--- src/tc_pkg.sv ---
// Constants, register map and mode encoding for the dual timer/counter block.
// Assumes a 250 MHz system clock and register access over an AXI4-Lite slave.
//
// Behaviour
// - Timer function counts once per twelve system clocks when speed-up is clear.
// - Speed-up bit set makes the timer count on every system clock.
// - Counter function counts falling edges on the timer's count pin.
// - Count pin sampled once per timer-rate cycle; high then low registers a count.
// - Detected edge shows in the count at the end of the next rate cycle.
// - 13-bit mode sets the overflow flag on wrap from all ones; same both timers.
// - 16-bit mode is 13-bit mode using all sixteen count bits.
// - Auto-reload: low byte counts, overflow sets flag, reloads low from high byte.
// - Timer 1 in mode 3 stops and holds its count.
// - Timer 0 mode 3 splits; high byte times with Timer 1 run and flag.
// - Mode register: Timer 1 upper nibble, Timer 0 lower; gate, select, mode.
// - Mode field 00 13-bit, 01 16-bit, 10 auto-reload, 11 split or stop.
// - Select clear counts internal clock; set counts count-pin events.
// - Counting needs run bit, and with gate set also interrupt pin high.
// - Overflow flags set by hardware, cleared on vectoring, writable by software.
// - Run bits start and stop their timer under software control.
// - Interrupt type bit: clear selects low level, set selects falling edge.
// - Interrupt flag set on condition; edge-mode flag cleared when processed.
// - Speed-up selects for Timer 0 and 1 sit at bits 7 and 6 of auxiliary register.

package tc_pkg;

    // Register indices; byte address is four times the index
    localparam logic [7:0] IDX_TIMER_CTRL_FLAGS = 8'h88;
    localparam logic [7:0] IDX_TIMER_MODE_SELECT = 8'h89;
    localparam logic [7:0] IDX_TIMER0_COUNT_LOW = 8'h8a;
    localparam logic [7:0] IDX_TIMER1_COUNT_LOW = 8'h8b;
    localparam logic [7:0] IDX_TIMER0_COUNT_HIGH = 8'h8c;
    localparam logic [7:0] IDX_TIMER1_COUNT_HIGH = 8'h8d;
    localparam logic [7:0] IDX_AUX_CONTROL_2 = 8'ha6;

    localparam logic [7:0] REG_RESET = 8'h00;

    // Control/flag register bits
    localparam int CTRL_TF1 = 7;
    localparam int CTRL_TR1 = 6;
    localparam int CTRL_TF0 = 5;
    localparam int CTRL_TR0 = 4;
    localparam int CTRL_XF1 = 3;
    localparam int CTRL_XT1 = 2;
    localparam int CTRL_XF0 = 1;
    localparam int CTRL_XT0 = 0;

    // Mode register: one nibble per timer
    localparam int MODE_NIB_W = 4;
    localparam int NIB_GATE = 3;
    localparam int NIB_SELECT = 2;
    localparam int NIB_MODE_LSB = 0;

    // Auxiliary register speed-up bits, Timer 0 then Timer 1
    localparam int AUX_FAST0 = 7;
    localparam int AUX_FAST1 = 6;
    localparam logic [7:0] AUX_MASK = 8'hc0;

    // System clocks per standard machine cycle
    localparam int unsigned MACHINE_CYCLE_CLKS = 12;

    localparam logic [1:0] AXI_RESP_OKAY = 2'h0;
    localparam logic [1:0] AXI_RESP_SLVERR = 2'h2;

    typedef enum logic [1:0] {
        TC_MODE_13,
        TC_MODE_16,
        TC_MODE_AUTO8,
        TC_MODE_SPLIT
    } tc_mode_t;

endpackage

--- src/tc_timer_top.sv ---
// Dual 16-bit timer/counter with control, mode and count registers.
// Assumes AXI4-Lite register access, synchronous pins and a vector
// acknowledge pulse from the interrupt controller for each flag.
//
// The AXI4-Lite interface to the registers was left to the implementer.

`timescale 1ns/1ps
`default_nettype none

module tc_timer_top
    import tc_pkg::*;
#(
    parameter int unsigned ADDR_W = 12,
    parameter int unsigned MACHINE_DIV = MACHINE_CYCLE_CLKS
) (
    input wire logic sys_clk,
    input wire logic rst,
    input wire logic ce,
    input wire logic [ADDR_W-1:0] s_axi_awaddr,
    input wire logic s_axi_awvalid,
    output logic s_axi_awready,
    input wire logic [31:0] s_axi_wdata,
    input wire logic [3:0] s_axi_wstrb,
    input wire logic s_axi_wvalid,
    output logic s_axi_wready,
    output logic [1:0] s_axi_bresp,
    output logic s_axi_bvalid,
    input wire logic s_axi_bready,
    input wire logic [ADDR_W-1:0] s_axi_araddr,
    input wire logic s_axi_arvalid,
    output logic s_axi_arready,
    output logic [31:0] s_axi_rdata,
    output logic [1:0] s_axi_rresp,
    output logic s_axi_rvalid,
    input wire logic s_axi_rready,
    input wire logic count_pin_0,
    input wire logic count_pin_1,
    input wire logic ext_irq0_pin,
    input wire logic ext_irq1_pin,
    input wire logic vec_ack_timer0,
    input wire logic vec_ack_timer1,
    input wire logic vec_ack_ext0,
    input wire logic vec_ack_ext1,
    output logic timer0_overflow_flag,
    output logic timer1_overflow_flag,
    output logic ext_irq0_flag,
    output logic ext_irq1_flag
);

    if (ADDR_W < 10 || ADDR_W > 32) begin : g_chk_addr
        $error("ADDR_W must cover the register map, 10 to 32 bits");
    end
    if (MACHINE_DIV < 2 || MACHINE_DIV > 256) begin : g_chk_div
        $error("MACHINE_DIV must be 2 to 256");
    end

    localparam int IW = ADDR_W - 2;

    // Registers
    logic [7:0] ctrl_reg;
    logic [7:0] mode_reg;
    logic [7:0] aux_reg;
    logic [7:0] tl0_reg;
    logic [7:0] th0_reg;
    logic [7:0] tl1_reg;
    logic [7:0] th1_reg;
    logic [7:0] pre_reg;
    logic [1:0] xpin_prev_reg;

    // Bus slave state
    logic aw_got_reg;
    logic w_got_reg;
    logic [IW-1:0] aw_idx_reg;
    logic [7:0] wbyte_reg;
    logic wlane_reg;
    logic awready_reg;
    logic wready_reg;
    logic bvalid_reg;
    logic [1:0] bresp_reg;
    logic arready_reg;
    logic rvalid_reg;
    logic [31:0] rdata_reg;
    logic [1:0] rresp_reg;

    logic machine_tick;
    logic [1:0] rate_tick;
    logic [1:0] run;
    logic [1:0] gate;
    logic [1:0] count_ext;
    logic [1:0] count_en;
    logic [1:0] inc;
    logic [1:0] cpin;
    logic [1:0] xpin;
    logic [1:0] fast;
    tc_mode_t mode0;
    tc_mode_t mode1;
    logic split0;
    logic th0_split_inc;

    logic wr_go;
    logic wr_hit;
    logic we_ctrl;
    logic we_mode;
    logic we_aux;
    logic we_tl0;
    logic we_th0;
    logic we_tl1;
    logic we_th1;

    logic [7:0] tl0_next;
    logic [7:0] th0_next;
    logic [7:0] tl1_next;
    logic [7:0] th1_next;
    logic [7:0] ctrl_next;
    logic [7:0] ctrl_base;
    logic ovf0;
    logic ovf1;
    logic ovf_th0;
    logic [16:0] step0;
    logic [16:0] step1;
    logic [7:0] rd_byte;
    logic rd_hit;

    // One step of modes 0 to 2: {overflow, high, low}
    function automatic logic [16:0] tc_step(input tc_mode_t mode, input logic [7:0] lo, input logic [7:0] hi);
        logic [13:0] c13;
        logic [16:0] c16;
        logic [8:0] c8;
        c13 = {1'b0, hi, lo[4:0]} + 14'h0001;
        c16 = {1'b0, hi, lo} + 17'h0_0001;
        c8 = {1'b0, lo} + 9'h001;
        case (mode)
            TC_MODE_13: begin
                // Upper three low-byte bits are left alone
                tc_step = {c13[13], c13[12:5], lo[7:5], c13[4:0]};
            end
            TC_MODE_16: begin
                tc_step = c16;
            end
            TC_MODE_AUTO8: begin
                tc_step = c8[8] ? {1'b1, hi, hi} : {1'b0, hi, c8[7:0]};
            end
            default: begin
                tc_step = {1'b0, hi, lo};
            end
        endcase
    endfunction

    // Machine-cycle prescaler
    always_ff @(posedge sys_clk or posedge rst) begin
        if (rst) begin
            pre_reg <= 8'h00;
        end else if (ce) begin
            pre_reg <= machine_tick ? 8'h00 : pre_reg + 8'h01;
        end
    end

    always_comb begin
        machine_tick = (pre_reg == 8'(MACHINE_DIV - 1));
        cpin = {count_pin_1, count_pin_0};
        xpin = {ext_irq1_pin, ext_irq0_pin};
        fast = {aux_reg[AUX_FAST1], aux_reg[AUX_FAST0]};
        run = {ctrl_reg[CTRL_TR1], ctrl_reg[CTRL_TR0]};
        mode0 = tc_mode_t'(mode_reg[NIB_MODE_LSB +: 2]);
        mode1 = tc_mode_t'(mode_reg[MODE_NIB_W + NIB_MODE_LSB +: 2]);
        split0 = (mode0 == TC_MODE_SPLIT);
        // High byte of split Timer 0: internal rate only, Timer 1 run, no gate
        th0_split_inc = rate_tick[0] & run[1];
    end

    for (genvar i = 0; i < 2; i++) begin : g_tmr
        always_comb begin
            rate_tick[i] = fast[i] | machine_tick;
            gate[i] = mode_reg[MODE_NIB_W * i + NIB_GATE];
            count_ext[i] = mode_reg[MODE_NIB_W * i + NIB_SELECT];
            count_en[i] = run[i] & (~gate[i] | xpin[i]);
        end

        tc_event_unit u_event (
            .sys_clk(sys_clk),
            .rst(rst),
            .ce(ce),
            .rate_tick(rate_tick[i]),
            .count_ext(count_ext[i]),
            .enable(count_en[i]),
            .count_pin(cpin[i]),
            .inc(inc[i])
        );
    end

    // Count next values
    always_comb begin
        step0 = tc_step(mode0, tl0_reg, th0_reg);
        step1 = tc_step(mode1, tl1_reg, th1_reg);
        tl0_next = tl0_reg;
        th0_next = th0_reg;
        tl1_next = tl1_reg;
        th1_next = th1_reg;
        ovf0 = 1'b0;
        ovf1 = 1'b0;
        ovf_th0 = 1'b0;
        if (split0) begin
            if (inc[0]) begin
                tl0_next = tl0_reg + 8'h01;
                ovf0 = &tl0_reg;
            end
            if (th0_split_inc) begin
                th0_next = th0_reg + 8'h01;
                ovf_th0 = &th0_reg;
            end
        end else if (inc[0]) begin
            {ovf0, th0_next, tl0_next} = step0;
        end
        // Mode 3 on Timer 1 holds the count
        if (inc[1] && mode1 != TC_MODE_SPLIT) begin
            {ovf1, th1_next, tl1_next} = step1;
        end
    end

    // Software write wins over a count step in the same cycle
    always_ff @(posedge sys_clk or posedge rst) begin
        if (rst) begin
            tl0_reg <= REG_RESET;
            th0_reg <= REG_RESET;
            tl1_reg <= REG_RESET;
            th1_reg <= REG_RESET;
        end else if (ce) begin
            tl0_reg <= we_tl0 ? wbyte_reg : tl0_next;
            th0_reg <= we_th0 ? wbyte_reg : th0_next;
            tl1_reg <= we_tl1 ? wbyte_reg : tl1_next;
            th1_reg <= we_th1 ? wbyte_reg : th1_next;
        end
    end

    // Flags: hardware set beats both software clear and vector clear
    always_comb begin
        ctrl_base = we_ctrl ? wbyte_reg : ctrl_reg;
        ctrl_next = ctrl_base;
        // Split Timer 0 owns the Timer 1 flag; Timer 1 overflow is then unflagged
        ctrl_next[CTRL_TF1] = ovf_th0 | (ovf1 & ~split0) | (ctrl_base[CTRL_TF1] & ~vec_ack_timer1);
        ctrl_next[CTRL_TF0] = ovf0 | (ctrl_base[CTRL_TF0] & ~vec_ack_timer0);
        if (ctrl_reg[CTRL_XT1]) begin
            ctrl_next[CTRL_XF1] = (xpin_prev_reg[1] & ~xpin[1]) | (ctrl_base[CTRL_XF1] & ~vec_ack_ext1);
        end else begin
            ctrl_next[CTRL_XF1] = ~xpin[1];
        end
        if (ctrl_reg[CTRL_XT0]) begin
            ctrl_next[CTRL_XF0] = (xpin_prev_reg[0] & ~xpin[0]) | (ctrl_base[CTRL_XF0] & ~vec_ack_ext0);
        end else begin
            ctrl_next[CTRL_XF0] = ~xpin[0];
        end
    end

    always_ff @(posedge sys_clk or posedge rst) begin
        if (rst) begin
            ctrl_reg <= REG_RESET;
        end else if (ce) begin
            ctrl_reg <= ctrl_next;
        end
    end

    // Pins idle high, so reset high avoids a false falling edge
    always_ff @(posedge sys_clk or posedge rst) begin
        if (rst) begin
            xpin_prev_reg <= 2'h3;
        end else if (ce) begin
            xpin_prev_reg <= xpin;
        end
    end

    always_ff @(posedge sys_clk or posedge rst) begin
        if (rst) begin
            mode_reg <= REG_RESET;
            aux_reg <= REG_RESET;
        end else if (ce) begin
            if (we_mode) begin
                mode_reg <= wbyte_reg;
            end
            if (we_aux) begin
                aux_reg <= wbyte_reg & AUX_MASK;
            end
        end
    end

    // Write decode
    always_comb begin
        wr_go = aw_got_reg & w_got_reg & ~bvalid_reg;
        wr_hit = 1'b1;
        we_ctrl = 1'b0;
        we_mode = 1'b0;
        we_aux = 1'b0;
        we_tl0 = 1'b0;
        we_th0 = 1'b0;
        we_tl1 = 1'b0;
        we_th1 = 1'b0;
        case (aw_idx_reg)
            IW'(IDX_TIMER_CTRL_FLAGS): we_ctrl = wr_go & wlane_reg;
            IW'(IDX_TIMER_MODE_SELECT): we_mode = wr_go & wlane_reg;
            IW'(IDX_AUX_CONTROL_2): we_aux = wr_go & wlane_reg;
            IW'(IDX_TIMER0_COUNT_LOW): we_tl0 = wr_go & wlane_reg;
            IW'(IDX_TIMER0_COUNT_HIGH): we_th0 = wr_go & wlane_reg;
            IW'(IDX_TIMER1_COUNT_LOW): we_tl1 = wr_go & wlane_reg;
            IW'(IDX_TIMER1_COUNT_HIGH): we_th1 = wr_go & wlane_reg;
            default: wr_hit = 1'b0;
        endcase
    end

    // Read decode
    always_comb begin
        rd_hit = 1'b1;
        case (s_axi_araddr[ADDR_W-1:2])
            IW'(IDX_TIMER_CTRL_FLAGS): rd_byte = ctrl_reg;
            IW'(IDX_TIMER_MODE_SELECT): rd_byte = mode_reg;
            IW'(IDX_AUX_CONTROL_2): rd_byte = aux_reg;
            IW'(IDX_TIMER0_COUNT_LOW): rd_byte = tl0_reg;
            IW'(IDX_TIMER0_COUNT_HIGH): rd_byte = th0_reg;
            IW'(IDX_TIMER1_COUNT_LOW): rd_byte = tl1_reg;
            IW'(IDX_TIMER1_COUNT_HIGH): rd_byte = th1_reg;
            default: begin
                rd_byte = 8'h00;
                rd_hit = 1'b0;
            end
        endcase
    end

    // Write channel: address and data taken in either order, one at a time
    always_ff @(posedge sys_clk or posedge rst) begin
        if (rst) begin
            aw_got_reg <= 1'b0;
            w_got_reg <= 1'b0;
            aw_idx_reg <= '0;
            wbyte_reg <= 8'h00;
            wlane_reg <= 1'b0;
            awready_reg <= 1'b1;
            wready_reg <= 1'b1;
            bvalid_reg <= 1'b0;
            bresp_reg <= AXI_RESP_OKAY;
        end else if (ce) begin
            if (awready_reg && s_axi_awvalid) begin
                aw_got_reg <= 1'b1;
                aw_idx_reg <= s_axi_awaddr[ADDR_W-1:2];
                awready_reg <= 1'b0;
            end
            if (wready_reg && s_axi_wvalid) begin
                w_got_reg <= 1'b1;
                wbyte_reg <= s_axi_wdata[7:0];
                wlane_reg <= s_axi_wstrb[0];
                wready_reg <= 1'b0;
            end
            if (wr_go) begin
                aw_got_reg <= 1'b0;
                w_got_reg <= 1'b0;
                bvalid_reg <= 1'b1;
                bresp_reg <= wr_hit ? AXI_RESP_OKAY : AXI_RESP_SLVERR;
            end
            if (bvalid_reg && s_axi_bready) begin
                bvalid_reg <= 1'b0;
                awready_reg <= 1'b1;
                wready_reg <= 1'b1;
            end
        end
    end

    // Read channel: data registered on the same edge the address is taken
    always_ff @(posedge sys_clk or posedge rst) begin
        if (rst) begin
            arready_reg <= 1'b1;
            rvalid_reg <= 1'b0;
            rdata_reg <= 32'h0000_0000;
            rresp_reg <= AXI_RESP_OKAY;
        end else if (ce) begin
            if (arready_reg && s_axi_arvalid) begin
                arready_reg <= 1'b0;
                rvalid_reg <= 1'b1;
                rdata_reg <= {24'h00_0000, rd_byte};
                rresp_reg <= rd_hit ? AXI_RESP_OKAY : AXI_RESP_SLVERR;
            end else if (rvalid_reg && s_axi_rready) begin
                rvalid_reg <= 1'b0;
                arready_reg <= 1'b1;
            end
        end
    end

    always_comb begin
        s_axi_awready = awready_reg;
        s_axi_wready = wready_reg;
        s_axi_bvalid = bvalid_reg;
        s_axi_bresp = bresp_reg;
        s_axi_arready = arready_reg;
        s_axi_rvalid = rvalid_reg;
        s_axi_rdata = rdata_reg;
        s_axi_rresp = rresp_reg;
        timer0_overflow_flag = ctrl_reg[CTRL_TF0];
        timer1_overflow_flag = ctrl_reg[CTRL_TF1];
        ext_irq0_flag = ctrl_reg[CTRL_XF0];
        ext_irq1_flag = ctrl_reg[CTRL_XF1];
    end

endmodule

`default_nettype wire

--- src/tc_event_unit.sv ---
// Count-event qualifier for one timer: timer rate or count-pin edges.
// Assumes the count pin is synchronous to sys_clk.

`timescale 1ns/1ps
`default_nettype none

module tc_event_unit (
    input wire logic sys_clk,
    input wire logic rst,
    input wire logic ce,
    input wire logic rate_tick,
    input wire logic count_ext,
    input wire logic enable,
    input wire logic count_pin,
    output logic inc
);

    logic sample_reg;
    logic pend_reg;

    // One sample per rate cycle; reset low so no false edge after release
    always_ff @(posedge sys_clk or posedge rst) begin
        if (rst) begin
            sample_reg <= 1'b0;
        end else if (ce && rate_tick) begin
            sample_reg <= count_pin;
        end
    end

    // Edge seen this rate cycle is counted at the end of the next one
    always_ff @(posedge sys_clk or posedge rst) begin
        if (rst) begin
            pend_reg <= 1'b0;
        end else if (ce && rate_tick) begin
            pend_reg <= sample_reg & ~count_pin;
        end
    end

    always_comb begin
        inc = rate_tick & enable & (count_ext ? pend_reg : 1'b1);
    end

endmodule

`default_nettype wire

--- config.mk ---
export PLATFORM = sky130hd
export DESIGN_NAME = tc_timer_top
export DESIGN_NICKNAME = d
export VERILOG_FILES = /design/src/tc_pkg.sv /design/src/tc_timer_top.sv /design/src/tc_event_unit.sv
export SDC_FILE = /design/constraint.sdc
export NUM_CORES = 1
export LEC_CHECK = 0
export BUFFER_PORTS_ARGS = -buffer_cell sky130_fd_sc_hd__buf_2
export CAP_MARGIN = 20
export CORE_ASPECT_RATIO = 1.25
export CORE_MARGIN = 4
export CORE_UTILIZATION = 45
export CTS_BUF_LIST = sky130_fd_sc_hd__clkbuf_8 sky130_fd_sc_hd__clkbuf_16
export DETAILED_ROUTE_END_ITERATION = 12
export PLACE_DENSITY = 0.82
export SYNTH_ARGS = -nofsm -noshare
export SYNTH_HDL_FRONTEND = slang
export SYNTH_HIERARCHICAL = 1
export SYNTH_SLANG_ARGS = --single-unit
--- constraint.sdc ---
create_clock -name sys_clk -period 3.2 [get_ports sys_clk]
set_clock_uncertainty 0.15 [all_clocks]
set_input_delay 0.48 -clock sys_clk [delete_from_list [all_inputs] [get_ports sys_clk]]
set_output_delay 0.48 -clock sys_clk [all_outputs]
set_load 0.02 [all_outputs]
* Word-level counts from Yosys, hierarchy flattened
Cells that the tools add are included.
** Word-level totals
- Register bits after elaboration :: 102
- Input port bits :: 76
- Output and inout bits :: 45
- Word-level logic and storage cells :: 207
** Operators by class
- $add $sub $neg :: 9
- Equal/unequal tests :: 26
- Muxes and demuxes :: 54
- Bitwise gates (word level) :: 40
- Reduce and logical (&&, ||, !) cells :: 49
** Operators by type and width (count)
- $eq 10x8->1 const B :: 14
- $mux 8 :: 14
- $pmux 17 s3 :: 2
- $pmux 8 s7 :: 1
- $add 16x1->17 const B :: 2
- $mux 17 :: 2
- $mux 1 :: 33
- $add 13x1->14 const B :: 2
- $reduce_and 2->1 :: 13
- $add 8x1->8 const B :: 3
- $and 1x1->1 :: 19
- $add 8x1->9 const B :: 2
- $reduce_bool 2->1 :: 9
- $reduce_and 8->1 :: 2
- $reduce_or 7->1 :: 2
- $not 1->1 :: 12
- $reduce_and 4->1 :: 3
- $reduce_bool 4->1 :: 3
- $or 1x1->1 :: 9
- $reduce_bool 3->1 :: 3
- $eq 8x4->1 const B :: 1
- $logic_and 1x1->1 :: 8
- $eq 2x2->1 const B :: 3
- $ne 2x2->1 const B :: 3
- 8 further kinds :: 13

* Logic depth before layout (Yosys ltp)
- Depth after elaboration :: 10
- Depth in mapped cells :: 10
- Mapped depth without buffers :: 10

* Hierarchy
The synthesis kept the hierarchy.
** By module, submodules not included
- tc_timer_top :: times used 1, cells an instance 682, area each 6137.1 um^2, seq. area each 2408.6 um^2
- tc_event_unit :: times used 2, cells an instance 10, area each 103.8 um^2, seq. area each 50.0 um^2

* Least setup slack after synthesis
OpenSTA, ideal clock, no wires.
- Path type :: flip-flop to flip-flop
- Start point :: register pre_reg[6]
- End point :: register tl1_reg[4]
- Setup time :: 0.137 ns
- Data arrival time :: 2.259 ns
- Required time :: 2.913 ns
- Setup slack :: 0.654 ns
- Cell stages (with the launch flop) :: 11
- Path buffers :: 0
- Period minus slack after synthesis :: 2.546 ns
- Cell sequence :: dfrtp_1 > nor4_1 > and4_1 > or2_2 > nand2_1 > a21oi_1 > a21boi_1 > o21ai_0 > a211o_1 > o21ai_0 > a21oi_1
** Between the ends
- Cells in the longest elaborated chain, start to end :: 7
** RTL lines
- start, declared :: RTL line tc_timer_top.sv:67 : logic [7:0] pre_reg;
- start signal, assigned :: RTL line tc_timer_top.sv:154 : pre_reg <= machine_tick ? 8'h00 : pre_reg + 8'h01;
- $eq 8x4->1 :: RTL line tc_timer_top.sv:159 : machine_tick = (pre_reg == 8'(MACHINE_DIV - 1));
- $or 1x1->1 :: RTL line tc_timer_top.sv:173 : rate_tick[i] = fast[i] | machine_tick;
- via rate_tick[1] :: RTL line tc_timer_top.sv:86 : logic [1:0] rate_tick;
- $and 1x1->1 (2 in series) :: RTL line tc_event_unit.sv:40 : inc = rate_tick & enable & (count_ext ? pend_reg : 1'b1);
- via inc[1] :: RTL line tc_timer_top.sv:91 : logic [1:0] inc;
- $logic_and 1x1->1 :: RTL line tc_timer_top.sv:215 : if (inc[1] && mode1 != TC_MODE_SPLIT) begin
- $reduce_bool 2->1 (no line)
- $reduce_and 3->1 (no line)
- end signal, assigned :: RTL line tc_timer_top.sv:230 : tl1_reg <= we_tl1 ? wbyte_reg : tl1_next;
- end, declared :: RTL line tc_timer_top.sv:65 : logic [7:0] tl1_reg;
The timed path passes the listed nets, and every way through them passes these cells.
A chain may end at the register's enable or synchronous reset.

* Worst setup path in the final report
- Start point :: register pre_reg[6]
- End point :: register th0_reg[4]
** Between the ends
- Cells in the longest elaborated chain, start to end :: 6
- Elaborated cells on any way between the ends :: 8
- Those cells by class :: eq/ne (2); bitwise (4); reduce/logical (2)
** RTL lines
- $eq 8x4->1 :: RTL line tc_timer_top.sv:159
- $or 1x1->1 :: RTL line tc_timer_top.sv:173
- via rate_tick[0] :: RTL line tc_timer_top.sv:86
- $and 1x1->1 (2 in series) :: RTL line tc_event_unit.sv:40
- via inc[0] :: RTL line tc_timer_top.sv:91
- $reduce_bool 3->1 (no line)
- $reduce_and 5->1 (no line)
- end signal, assigned :: RTL line tc_timer_top.sv:229 : th0_reg <= we_th0 ? wbyte_reg : th0_next;
- end, declared :: RTL line tc_timer_top.sv:64 : logic [7:0] th0_reg;
The timed path passes the listed nets, and every way through them passes these cells.

==> flow_summary_export.csv <==
group,metric,value,unit
power,power_frac_clock,0.287,
floorplanning,start_util,0.4593,
clock_tree,root_buffer,"clkbuf_16",
drt,highest_layer,"met4",
clock_tree,clk_latency,0.36,ns
worst_setup_path,worst-endpoint-arrival,2.97,ns
worst_setup_path,worst-r2r-cell-count,10,
synth,synth.avg_cell_area,9.038,um2
timing,min_period,2.871,ns
floorplanning,die-area,0.01607,mm2
synth,synth_seq_cells,100,
worst_setup_path,cp_cell_sequence,"nor4_1, a41oi_1, inv_1, nand2_1, a21oi_1, inv_1, o22ai_1, o21a_1, o21ai_0, a21o_1",
synth,synth_area_leaders,"dfrtp_1 (37%), mux2_2 (5.9%), o21ai_0 (4.6%), nand2_1 (3.5%), a21oi_1 (3.3%)",
layout,largest_reg_flops,10,
power,p_seq_frac,0.526,
power,sw_frac_of_total,0.3409,
synth,synth_edf_count,0,
timing,tightest_slew,0.6806,ns
worst_setup_path,crit_required,3.29,ns
floorplanning,rows,48,
timing,setup_tns,0,ns
place,gp_congestion,0.9776,
layout,final_nets,830,
timing,max_freq,348.3,MHz
global_route,track_usage,0.2163,
worst_setup_path,endpoint_kind,"register",
global_route,globalRoute.totalOverflow,0,
worst_setup_path,r2r_setup_slack,0.33,ns
synth,syn_area,0.006345,mm2
synth,ys.flop_type,"dfrtp_1",
worst_setup_path,rr_endpoint,"th0_reg[4]",
floorplanning,die_w,114.2,um
timing,drv_slew,0,
synth,syn_inst,702,
worst_setup_path,crit_family,"compound AO/OA/AOI/OAI gates",
floorplanning,io_pins,121,
floorplanning,die_h,140.8,um
global_route,grt_pass1_vias,5490,
timing,setup_viol,0,
run,max-cap-violations,0,
worst_setup_path,start_kind,"register",
synth,synth_top_area_share,0.3747,
layout,fin_area,0.006974,mm2
drt,wl_met2,8053,um
drt,vias,5630,
outcome,status,"completed",
power,pwr-share-comb,0.187,
worst_setup_path,crit_top_cell,"inv_1",
drt,drt_iter0_markers,573,
clock_tree,clock-sinks,100,
layout,insertedDiodeCount,0,
place,hpwl,12570,um
min_path,hold_depth,2,
layout,syn_to_final_growth,9.919,%
drt,drt-met1-wl,6628,um
min_path,hold_path.class,"in2reg",
clock_tree,htreeDepth,3,
worst_setup_path,cpPeakStageDelay,0.41,ns
drt,drt-pass1-iter-count,5,
global_route,antenna_found_initial,0,
place,place_area,0.006683,mm2
min_path,whs_endpoint,"s_axi_arready",
place,place_inst,909,
clock_tree,cts_setup_buffers,0,
place,dpl_worst_slack,0.2937,ns
timing,finalCritPeriodShare,0.8973,
timing,worst_slack,0.3285,ns
power,switchingPower,0.001233,W
worst_setup_path,rr_startpoint,"pre_reg[6]",
layout,drive_gt1_frac,0.1838,
synth,async_flop_share,1.000,
worst_setup_path,critical_path_depth,10,
layout,final_cells,926,
floorplanning,core,0.01381,mm2
timing,hold_violations,0,
drt,route.detailed.drc,0,
power,power.internal,0.002383,W
clock_tree,cts.reportedPaths.clkPinSlew,0.07,ns
power,p_leak,3.104,nW
drt,vias_per_cell,6.080,
synth,yosysWarnings,6,
worst_setup_path,path_buf_inv,2,
synth,synth_seq_area_share,0.3954,
worst_setup_path,cp_slowest_cell,"dfrtp_1",
timing,worst_slew_margin_rel,0.5446,
clock_tree,cts_buffer_depth,2,
layout,fin_util,0.5049,
power,ir_drop,0.3672,mV
drt,avgRoutedWirePerCell,18.49,um
drt,wl_met3,1463,um
min_path,hp-start,"s_axi_arvalid",
global_route,grt_max_degree,51,
clock_tree,cts_tree,"yes",
global_route,grt_pass1_wl,27890,um
synth,synth.distinct_cells,73,
drt,drt-total-wl,17120,um
power,power_density,518.5,mW/mm2
worst_setup_path,critPathMaxFanout,5,
synth,yosysTopAreaCell,"dfrtp_1",
drt,drtAntennaViolNets,0,
worst_setup_path,critPathKind,"reg2reg",
timing,rsz0062_at_grt,"no",
place,portBuffers,63,
clock_tree,cts_made_buffers,9,
==> Yosys cell counts (6+ instances only) <==
cell / instances
nand2_1: 60
xnor2_1: 10
nor4_1: 6
mux2_2: 33
nand2b_1: 6
nor3_1: 6
mux2i_1: 20
buf_2: 10
nand3_1: 31
inv_1: 29
a31oi_1: 11
clkbuf_1: 22
o22ai_1: 11
dfrtp_1: 95
o21ai_0: 58
ha_1: 8
and3_1: 15
nor2_1: 50
nand4_1: 12
a22o_1: 6
a21oi_1: 42
buf_4: 26
xor2_1: 7
nor2b_1: 6
o31ai_1: 6
a221oi_1: 6
and4_1: 7
==> worst max path at each step <==
stage / slack [ns] / to / start
after floorplan: 0.07 / aux_reg[6] / rst
after global placement: 0.33 / th1_reg[3] / pre_reg[0]
after detailed placement: 0.29 / th1_reg[5] / pre_reg[0]
after CTS: 0.28 / th1_reg[5] / pre_reg[0]
after global routing: 0.14 / th0_reg[4] / pre_reg[6]
final: 0.33 / th0_reg[4] / pre_reg[6]
==> stage by stage <==
step	hold WS (ns)	power, W
2_1_floorplan	0.07118	0.002293
3_3_place_gp	0.2225	0.002536
3_5_place_dp	0.2263	0.002583
4_1_cts	0.1451	0.003630
5_1_grt	0.1500	0.003793
6_report	0.1535	0.003616
==> what timing repair did <==
item,4_1_cts,5_1_grt
resized for setup,0,1
hold endpoints to repair,4,0
hold buffers,1,0
endpoints found under the setup margin,0,1
==> power by group through the flow <==
stage	logic (W)	registers [W]	clock network, W
2_1_floorplan	0.000545	0.00175	0
3_3_place_gp	0.000649	0.00189	0
3_5_place_dp	0.000677	0.00191	0
4_1_cts	0.000683	0.00189	0.00106
5_1_grt	0.000754	0.00193	0.00111
6_report	0.000676	0.00190	0.00104
==> worst reg2reg max path, cell delays in order (launching register included) <==
cell     delay, ns
dfrtp_1       0.41
nor4_1        0.35
a41oi_1       0.31
inv_1         0.21
nand2_1       0.07
a21oi_1       0.20
inv_1         0.12
o22ai_1       0.38
o21a_1        0.27
o21ai_0       0.12
a21o_1        0.19
==> layer usage <==
layer,up-vias,track usage
li1,2620,-
met4,0,0.1201
met2,279,0.3421
met1,2652,0.2733
met5,-,0
met3,79,0.04766
==> area by class of cell <==
type                    count  area (um2)
multi-input cells         536        3471
clock buffers              10       239.0
flip-flops and latches    100        2509
inverters                  29       111.4
repair buffers             70       382.9
clock inverters             6       42.54
fillers                  1304        6839
well taps                 175       219.0
==> cell families (layout without fill, tap and decap cells) <==
family / after synthesis / after routing / share of synthesized area
adder cells (fa/ha/maj): 8 / 8 / 0.01578
multiplexers: 57 / 57 / 0.1020
AO/OA/AOI/OAI: 200 / 200 / 0.2039
AND/OR/NAND/NOR: 228 / 228 / 0.1866
XOR/XNOR: 17 / 17 / 0.02347
other: 1 / 26 / 0.0005910
flip-flops: 100 / 100 / 0.3954
buffers and inverters: 91 / 115 / 0.07237
==> cell usage in the layout (no fill, tap or decap), types with 5 or more instances in the layout <==
cell type,netlist,routed
dfrtp_1,95,95
a221oi_1,6,6
a21oi_1,42,42
mux2_2,33,33
nand2b_1,6,6
dfstp_2,5,5
mux2i_1,20,20
a22o_1,6,6
nor2_1,50,50
a21o_1,5,5
xnor2_1,10,10
ha_1,8,8
o31ai_1,6,6
and3_1,15,15
a22oi_1,5,5
xor2_1,7,7
clkbuf_16,0,9
nor3_1,6,6
and4_1,7,7
o21ai_0,58,57
nand3_1,31,31
nor2b_1,6,6
buf_2,10,63
nand2_1,60,60
inv_1,29,29
a31oi_1,11,11
buf_4,26,5
o22ai_1,11,11
nand4_1,12,12
nor4_1,6,6
conb_1,1,26
Note: power is estimated with default switching activity, not from simulation.
